[config.mk]
export PLATFORM = sky130hd
export DESIGN_NAME = csf_status_bank
export DESIGN_NICKNAME = d
export VERILOG_FILES = /design/src/common/csf_pkg.sv /design/src/verilog/csf_event_latch.sv /design/src/verilog/csf_status_bank.sv
export SDC_FILE = /design/constraint.sdc
export NUM_CORES = 1
export LEC_CHECK = 0
export BUFFER_PORTS_ARGS = -buffer_cell sky130_fd_sc_hd__buf_2
export CORE_ASPECT_RATIO = 1.5
export CORE_UTILIZATION = 32
export CTS_CLUSTER_DIAMETER = 100
export CTS_CLUSTER_SIZE = 20
export DETAILED_ROUTE_END_ITERATION = 8
export GPL_TIMING_DRIVEN = 0
export HOLD_SLACK_MARGIN = 0.12
export PLACE_DENSITY = 0.57
export SLEW_MARGIN = 0
export SYNTH_ARGS = -nofsm -noshare
export SYNTH_HDL_FRONTEND = slang
export SYNTH_SLANG_ARGS = --single-unit
[constraint.sdc]
create_clock -name mclk_i -period 1.75 [get_ports mclk_i]
set_input_delay 0.4375 -clock mclk_i [delete_from_list [all_inputs] [get_ports mclk_i]]
set_output_delay 0.4375 -clock mclk_i [all_outputs]
set_load 0.05 [all_outputs]
[src/common/csf_pkg.sv]
// constants for the conversion status and error flag register bank
// assumes a serial management port that presents decoded word accesses
package csf_pkg;
  localparam int CSF_AW = 8;
  localparam int CSF_DW = 16;
  localparam int CSF_CHW = 2;
  localparam int CSF_MAX_CH = 4;
  // register offsets
  localparam logic [7:0] CSF_ADDR_STATUS = 8'h18;
  localparam logic [7:0] CSF_ADDR_ERRCFG = 8'h19;
  // status field positions
  localparam int CSF_ST_CHAN_LO = 14;
  localparam int CSF_ST_WD = 11;
  localparam int CSF_ST_AHW = 10;
  localparam int CSF_ST_ALW = 9;
  localparam int CSF_ST_RDY = 6;
  localparam int CSF_ST_PEND_HI = 3;
  // error configuration field positions
  localparam int CSF_CF_WD_OUT = 13;
  localparam int CSF_CF_AH_OUT = 12;
  localparam int CSF_CF_AL_OUT = 11;
  localparam int CSF_CF_WD_IRQ = 5;
  localparam int CSF_CF_RDY_IRQ = 0;
  // reset values and writable mask
  localparam logic [15:0] CSF_STATUS_RST = 16'h0000;
  localparam logic [15:0] CSF_ERRCFG_RST = 16'h0000;
  localparam logic [15:0] CSF_ERRCFG_MASK = 16'h3821;
  localparam logic [15:0] CSF_RDATA_NONE = 16'h0000;
endpackage : csf_pkg

[src/verilog/csf_event_latch.sv]
// one sticky event flag with a set input and a clear input
// assumes set and clear are single-cycle strobes in the mclk_i domain
`timescale 1ns/1ps
module csf_event_latch (
  input wire logic mclk_i,
  input wire logic rst_n_i,
  input wire logic set_i,
  input wire logic clr_i,
  output logic flag_o
);
  // set beats clear so an event in the clearing cycle survives
  always_ff @(posedge mclk_i or negedge rst_n_i)
  begin
    if (!rst_n_i)
    begin
      flag_o <= 1'b0;
    end
    else if (set_i)
    begin
      flag_o <= 1'b1;
    end
    else if (clr_i)
    begin
      flag_o <= 1'b0;
    end
  end
endmodule : csf_event_latch

[src/verilog/csf_status_bank.sv]
// status and error configuration registers of the capacitance converter
// assumes decoded register strobes from the serial port and event pulses from the conversion core
`timescale 1ns/1ps
module csf_status_bank #(
  parameter int NUM_CH = 4
) (
  input wire logic mclk_i,
  input wire logic rst_n_i,
  input wire logic [7:0] reg_addr_i,
  input wire logic reg_wr_i,
  input wire logic [15:0] reg_wdata_i,
  input wire logic reg_rd_i,
  input wire logic result_rd_i,
  input wire logic [1:0] result_rd_chan_i,
  input wire logic wd_evt_i,
  input wire logic amp_high_evt_i,
  input wire logic amp_low_evt_i,
  input wire logic [1:0] evt_chan_i,
  input wire logic [3:0] conv_done_i,
  input wire logic ready_evt_i,
  output logic [15:0] reg_rdata_o,
  output logic irq_out_n_o,
  output logic [3:0] result_wd_err_o,
  output logic [3:0] result_amp_warn_o
);
  localparam logic [2:0] NCH = 3'(NUM_CH);

  logic [15:0] err_cfg_r;
  logic [1:0] fault_source_channel_r;
  logic watchdog_timeout_flag;
  logic amp_high_warning_flag;
  logic amp_low_warning_flag;
  logic conversion_ready_flag;
  logic [3:0] chan_pending_result;
  logic [15:0] status_word;
  logic status_rd;
  logic cfg_wr;
  logic evt_chan_ok;
  logic rd_chan_ok;
  logic wd_set;
  logic ahw_set;
  logic alw_set;
  logic rdy_set;
  logic fault_chan_rd;
  logic irq_nxt;

  assign status_rd = reg_rd_i && (reg_addr_i == csf_pkg::CSF_ADDR_STATUS);
  assign cfg_wr = reg_wr_i && (reg_addr_i == csf_pkg::CSF_ADDR_ERRCFG);
  // channels missing in the two-channel build are ignored
  assign evt_chan_ok = ({1'b0, evt_chan_i} < NCH);
  assign rd_chan_ok = ({1'b0, result_rd_chan_i} < NCH);

  assign wd_set = wd_evt_i && evt_chan_ok && err_cfg_r[csf_pkg::CSF_CF_WD_IRQ];
  assign ahw_set = amp_high_evt_i && evt_chan_ok;
  assign alw_set = amp_low_evt_i && evt_chan_ok;
  assign rdy_set = ready_evt_i && err_cfg_r[csf_pkg::CSF_CF_RDY_IRQ];
  // reading the fault channel's result also releases the latched error
  assign fault_chan_rd = result_rd_i && (result_rd_chan_i == fault_source_channel_r);

  // only defined enable bits hold state; reserved ones read zero
  always_ff @(posedge mclk_i or negedge rst_n_i)
  begin
    if (!rst_n_i)
    begin
      err_cfg_r <= csf_pkg::CSF_ERRCFG_RST;
    end
    else if (cfg_wr)
    begin
      err_cfg_r <= reg_wdata_i & csf_pkg::CSF_ERRCFG_MASK;
    end
  end

  // latest error source wins; cleared with the flags so stale codes do not linger
  always_ff @(posedge mclk_i or negedge rst_n_i)
  begin
    if (!rst_n_i)
    begin
      fault_source_channel_r <= 2'h0;
    end
    else if (wd_set || ahw_set || alw_set)
    begin
      fault_source_channel_r <= evt_chan_i;
    end
    else if (status_rd || fault_chan_rd)
    begin
      fault_source_channel_r <= 2'h0;
    end
  end

  csf_event_latch u_wd (
    .mclk_i(mclk_i),
    .rst_n_i(rst_n_i),
    .set_i(wd_set),
    .clr_i(status_rd || fault_chan_rd),
    .flag_o(watchdog_timeout_flag)
  );

  csf_event_latch u_ahw (
    .mclk_i(mclk_i),
    .rst_n_i(rst_n_i),
    .set_i(ahw_set),
    .clr_i(status_rd || fault_chan_rd),
    .flag_o(amp_high_warning_flag)
  );

  csf_event_latch u_alw (
    .mclk_i(mclk_i),
    .rst_n_i(rst_n_i),
    .set_i(alw_set),
    .clr_i(status_rd || fault_chan_rd),
    .flag_o(amp_low_warning_flag)
  );

  csf_event_latch u_rdy (
    .mclk_i(mclk_i),
    .rst_n_i(rst_n_i),
    .set_i(rdy_set),
    .clr_i(status_rd),
    .flag_o(conversion_ready_flag)
  );

  // per-channel pending flags and result-register error mirrors
  for (genvar c = 0; c < 4; c++)
  begin : g_chan
    logic present;
    logic chan_rd;
    logic evt_here;
    assign present = (c < NUM_CH);
    assign chan_rd = result_rd_i && rd_chan_ok && (result_rd_chan_i == 2'(c));
    assign evt_here = evt_chan_ok && (evt_chan_i == 2'(c));

    csf_event_latch u_pend (
      .mclk_i(mclk_i),
      .rst_n_i(rst_n_i),
      .set_i(present && conv_done_i[c]),
      .clr_i(chan_rd),
      .flag_o(chan_pending_result[c])
    );

    csf_event_latch u_wd_out (
      .mclk_i(mclk_i),
      .rst_n_i(rst_n_i),
      .set_i(present && evt_here && wd_evt_i && err_cfg_r[csf_pkg::CSF_CF_WD_OUT]),
      .clr_i(chan_rd),
      .flag_o(result_wd_err_o[c])
    );

    csf_event_latch u_aw_out (
      .mclk_i(mclk_i),
      .rst_n_i(rst_n_i),
      .set_i(present && evt_here && ((amp_high_evt_i && err_cfg_r[csf_pkg::CSF_CF_AH_OUT]) ||
             (amp_low_evt_i && err_cfg_r[csf_pkg::CSF_CF_AL_OUT]))),
      .clr_i(chan_rd),
      .flag_o(result_amp_warn_o[c])
    );
  end

  // channel 0 sits in the highest pending bit
  always_comb
  begin
    status_word = csf_pkg::CSF_STATUS_RST;
    status_word[csf_pkg::CSF_ST_CHAN_LO +: 2] = fault_source_channel_r;
    status_word[csf_pkg::CSF_ST_WD] = watchdog_timeout_flag;
    status_word[csf_pkg::CSF_ST_AHW] = amp_high_warning_flag;
    status_word[csf_pkg::CSF_ST_ALW] = amp_low_warning_flag;
    status_word[csf_pkg::CSF_ST_RDY] = conversion_ready_flag;
    for (int c = 0; c < 4; c++)
    begin
      status_word[csf_pkg::CSF_ST_PEND_HI - c] = chan_pending_result[c];
    end
  end

  // read data captured on the strobe edge, before the clear lands
  always_ff @(posedge mclk_i or negedge rst_n_i)
  begin
    if (!rst_n_i)
    begin
      reg_rdata_o <= csf_pkg::CSF_RDATA_NONE;
    end
    else if (reg_rd_i)
    begin
      if (reg_addr_i == csf_pkg::CSF_ADDR_STATUS)
      begin
        reg_rdata_o <= status_word;
      end
      else if (reg_addr_i == csf_pkg::CSF_ADDR_ERRCFG)
      begin
        reg_rdata_o <= err_cfg_r;
      end
      else
      begin
        reg_rdata_o <= csf_pkg::CSF_RDATA_NONE;
      end
    end
  end

  // pin stays low while an enabled flag is standing
  assign irq_nxt = !((watchdog_timeout_flag && err_cfg_r[csf_pkg::CSF_CF_WD_IRQ]) ||
                     (conversion_ready_flag && err_cfg_r[csf_pkg::CSF_CF_RDY_IRQ]));

  always_ff @(posedge mclk_i or negedge rst_n_i)
  begin
    if (!rst_n_i)
    begin
      irq_out_n_o <= 1'b1;
    end
    else
    begin
      irq_out_n_o <= irq_nxt;
    end
  end

  property p_chan_field;
    @(posedge mclk_i) disable iff (!rst_n_i)
    (ahw_set && !wd_set) |=> (fault_source_channel_r == $past(evt_chan_i));
  endproperty
  a_chan_field: assert property (p_chan_field) else $error("fault channel not captured");

  property p_error_held;
    @(posedge mclk_i) disable iff (!rst_n_i)
    (watchdog_timeout_flag && !status_rd && !fault_chan_rd) |=> watchdog_timeout_flag;
  endproperty
  a_error_held: assert property (p_error_held) else $error("watchdog flag dropped early");

  property p_wd_set;
    @(posedge mclk_i) disable iff (!rst_n_i)
    (wd_evt_i && evt_chan_ok && err_cfg_r[csf_pkg::CSF_CF_WD_IRQ]) |=> watchdog_timeout_flag ##1 !irq_out_n_o;
  endproperty
  a_wd_set: assert property (p_wd_set) else $error("timeout not flagged or pin idle");

  property p_amp_high;
    @(posedge mclk_i) disable iff (!rst_n_i)
    (amp_high_evt_i && evt_chan_ok) |=> amp_high_warning_flag;
  endproperty
  a_amp_high: assert property (p_amp_high) else $error("amplitude high not flagged");

  property p_amp_low;
    @(posedge mclk_i) disable iff (!rst_n_i)
    (amp_low_evt_i && evt_chan_ok) |=> amp_low_warning_flag;
  endproperty
  a_amp_low: assert property (p_amp_low) else $error("amplitude low not flagged");

  property p_read_clears;
    @(posedge mclk_i) disable iff (!rst_n_i)
    (status_rd && !wd_evt_i && !ready_evt_i) |=> !watchdog_timeout_flag && !conversion_ready_flag
      && (reg_rdata_o[csf_pkg::CSF_ST_WD] == $past(watchdog_timeout_flag));
  endproperty
  a_read_clears: assert property (p_read_clears) else $error("status read did not clear");

  property p_reserved_zero;
    @(posedge mclk_i) disable iff (!rst_n_i)
    $past(status_rd) |-> (reg_rdata_o[13:12] == 2'h0) && (reg_rdata_o[8:7] == 2'h0) && (reg_rdata_o[5:4] == 2'h0);
  endproperty
  a_reserved_zero: assert property (p_reserved_zero) else $error("reserved status bit set");

  property p_pending;
    @(posedge mclk_i) disable iff (!rst_n_i)
    conv_done_i[0] |=> chan_pending_result[0];
  endproperty
  a_pending: assert property (p_pending) else $error("channel 0 pending not set");

  property p_ready_irq;
    @(posedge mclk_i) disable iff (!rst_n_i)
    (ready_evt_i && err_cfg_r[csf_pkg::CSF_CF_RDY_IRQ]) |=> conversion_ready_flag ##1 !irq_out_n_o;
  endproperty
  a_ready_irq: assert property (p_ready_irq) else $error("data ready not signalled");

  property p_wd_mirror;
    @(posedge mclk_i) disable iff (!rst_n_i)
    (wd_evt_i && evt_chan_ok && err_cfg_r[csf_pkg::CSF_CF_WD_OUT])
      |=> |(result_wd_err_o & (4'h1 << $past(evt_chan_i)));
  endproperty
  a_wd_mirror: assert property (p_wd_mirror) else $error("watchdog not mirrored");
endmodule : csf_status_bank

==> results.toml <==
[timing]
worstMarginPinSlew_ns = 0.797
fmax_ghz = 0.681
max_slew_margin = 0.468
finalSetupViolations = 0
fin_skew_ns = 0.00620
finalCritPeriodShare = 0.839
fin_crit_ns = 1.47
slew_viol_final = 0
hold_slack_ns = 0.236
final.setup.worst_slack_ns = 0.281
rsz0062_at_grt = "no"
finalHoldViolCount = 0
finalSetupTns_ns = 0

[cts]
htree_levels = 2
post_cts_resized = 0
clkTransAtPathRegs_ns = 0.07
cts_setup_buffers = 0
clk_path_buf_depth = 2
cts_tree = "done"
cts_buffers = 5
clk_latency_ns = 0.28
cts.sinks = 37
root_buffer = "clkbuf_8"
cts_hold_buf = 0

[grt]
grt_util_met1 = 0.183
grt_use_met2 = 0.242
grt_max_degree = 38
grt_pass1_vias = 1163
met3_usage = 0.0355
grt_pass1_wl_um = 5680
grt_overflow_total = 0
antenna_found_initial = 0
top_usage_layer = "met2"
grt_usage = 0.150

[hold_path]
worstHoldPathType = "in -> async"

[worst_setup_path]
crit_required_ns = 1.31
worstPathMaxFanout = 1
path_cells = "buf_2"
critPathSlowestCell = "dfstp_2"
crit_family = "flip-flops"
slowest_delay_ns = 0.51
worstSetupPathType = "reg -> out"
arrival_ns = 1.03
critPathBufInv = 1
endpoint_kind = "output pin"
start_kind = "register"

[floorplanning]
io-pin-count = 66
core_sq_mm = 0.00462
die_h_um = 87.9
die_area_sq_mm = 0.00521
placementRows = 30
initial_core_util = 0.341
die_x_um = 59.3

[power_and_ir_drop]
switching_power_uw = 485
leakagePower_uw = 0.00103
p_clk_frac = 0.317
finalPower_uw = 1770
power.density_mw_per_mm2 = 886
pwr-share-seq = 0.532
peakVddDrop_uv = 433
swShare = 0.274
p_comb_frac = 0.151
p_int_uw = 1290

[cells_and_area]
nets = 222
area_delta_synth_final_pct = 27.0
drive_gt1_frac = 0.467
instances_no_fill = 246
n_antenna_cell = 0

[synth]
synth-edff-count = 0
yosysMostFrequentCell = "dfrtp_1"
ys_seq_area_frac = 0.589
ys_async_sr_fraction = 1.00
syn_area_per_cell_sq_um = 13.0
synth_common_cells = "36 x dfrtp_1, 11 x a22o_1, 11 x buf_4"
synth_top_area_cell = "dfrtp_1"
ys_top_cells_by_area = "dfrtp_1 57%, a22o_1 6.1%, buf_4 5.2%"
ys_ff_latch = 37
netlist_instances = 121
ys_types = 33
yosysWarnings = 0
ys.flop_type = "dfrtp_1"
netlist_area_sq_mm = 0.00157
synth_top_area_share = 0.572

[place]
dpl.cell_count = 238
numPortBuffers = 51
hpwl_um = 2700
place_congestion = 0.752
place_ws_ns = 0.0192

[run_status]
status = "complete, no violations"

[drt]
dr.pass1.iters = 4
drcViolationCount = 0
vias = 1155
wirelength_um = 3490
drt_first_iter_violations = 41
routed_via_density = 4.70
drt-wirelength-per-cell_um = 14.2
ant_nets = 0

[run]
drv_cap = 0
==> cells by family (layout without fill, tap and decap cells) <==
group                  after synthesis  after routing  share of synthesized area
other                                1              3                    0.00238
XOR/XNOR                             2              2                     0.0111
buffers and inverters               14             73                     0.0644
AO/OA/AOI/OAI                       35             35                      0.178
multiplexers                         5              5                     0.0358
flip-flops                          37             37                      0.589
AND/OR/NAND/NOR                     27             27                      0.119
==> state kept, by name, indices dropped and copies added, names as in the netlist <==
| register | count |
|---|---|
| err_cfg_r | 5 |
| fault_source_channel_r | 2 |
| g_chan.u_aw_out.flag_o | 4 |
| g_chan.u_pend.flag_o | 4 |
| g_chan.u_wd_out.flag_o | 4 |
| irq_out_n_o | 1 |
| reg_rdata_o | 13 |
| u_ahw.flag_o | 1 |
| u_alw.flag_o | 1 |
| u_rdy.flag_o | 1 |
| u_wd.flag_o | 1 |
==> layout make-up <==
class                   count  area, sq um
plain buffers              13         97.6
clock buffers               6         72.6
clock inverters             2         10.0
fillers                   438         2620
inverters                   1         3.75
multi-input cells          72          553
flip-flops and latches     37          927
well taps                  64         80.1
repair buffers             51          255
==> power by group through the flow <==
stage	clock network [uW]	logic (uW)	registers, uW
final	562	267	941
after global routing	617	290	948
after CTS	580	271	942
after detailed placement	0	270	957
after global placement	0	263	955
after floorplan	0	171	953
==> per-stage QoR <==
step	cell area, sq um	util
2_1_floorplan	1580	-
3_3_place_gp	1920	0.415
3_5_place_dp	1920	0.415
4_1_cts	2000	0.433
5_1_grt	2000	0.433
6_report	2000	0.433
==> path summary, 6_finish.rpt <==
| path | cells past startpoint | end | slack, ns | startpoint |
|---|---|---|---|---|
| min in group mclk_i | 2 | g_chan[2].u_pend.flag_o | 0.33 | conv_done_i[2] |
| setup / recovery | 1 | irq_out_n_o | 0.28 | irq_out_n_o |
| hold / removal | 1 | g_chan[0].u_wd_out.flag_o | 0.24 | rst_n_i |
| hold reg to reg | 2 | g_chan[1].u_wd_out.flag_o | 0.48 | g_chan[1].u_wd_out.flag_o |
| setup reg to reg | 3 | fault_source_channel_r[1] | 0.57 | fault_source_channel_r[1] |
| max in group asynchronous | 1 | reg_rdata_o[13] | 1.00 | rst_n_i |
==> routing by layer <==
metal / part of all wire / vias to the layer above
li1: - / 555
met1: 0.42 / 548
met2: 0.51 / 45
met3: 0.053 / 7
met4: 0.023 / 0
met5: 0 / -
==> cells in the final DEF (no fill, tap or decap) <==
cell type  netlist  routed
dfrtp_1         36      36
a22o_2           1       1
a221o_1          2       2
nor2b_1          2       2
buf_4           11      11
dfstp_2          1       1
and4_2           1       1
a211oi_1         1       1
buf_6            1       1
o21ai_0          6       6
buf_2            0      51
mux2_2           5       5
nand2b_1         2       2
nand2_1         10      10
nand4b_1         1       1
clkinv_2         0       2
conb_1           1       3
a22oi_1          2       2
xnor2_1          2       2
a21o_1           4       4
nand3_1          2       2
and4b_2          1       1
inv_1            1       1
and2_1           2       2
or3b_2           1       1
a211o_1          1       1
nor3b_2          1       1
nand4_2          1       1
a22o_1          11      11
a32o_1           3       3
nand3b_1         2       2
clkbuf_1         1       2
o31ai_1          2       2
nor4b_4          1       1
clkbuf_8         0       5
a31o_2           2       2
No activity file was read; power rests on OpenSTA's default activity.
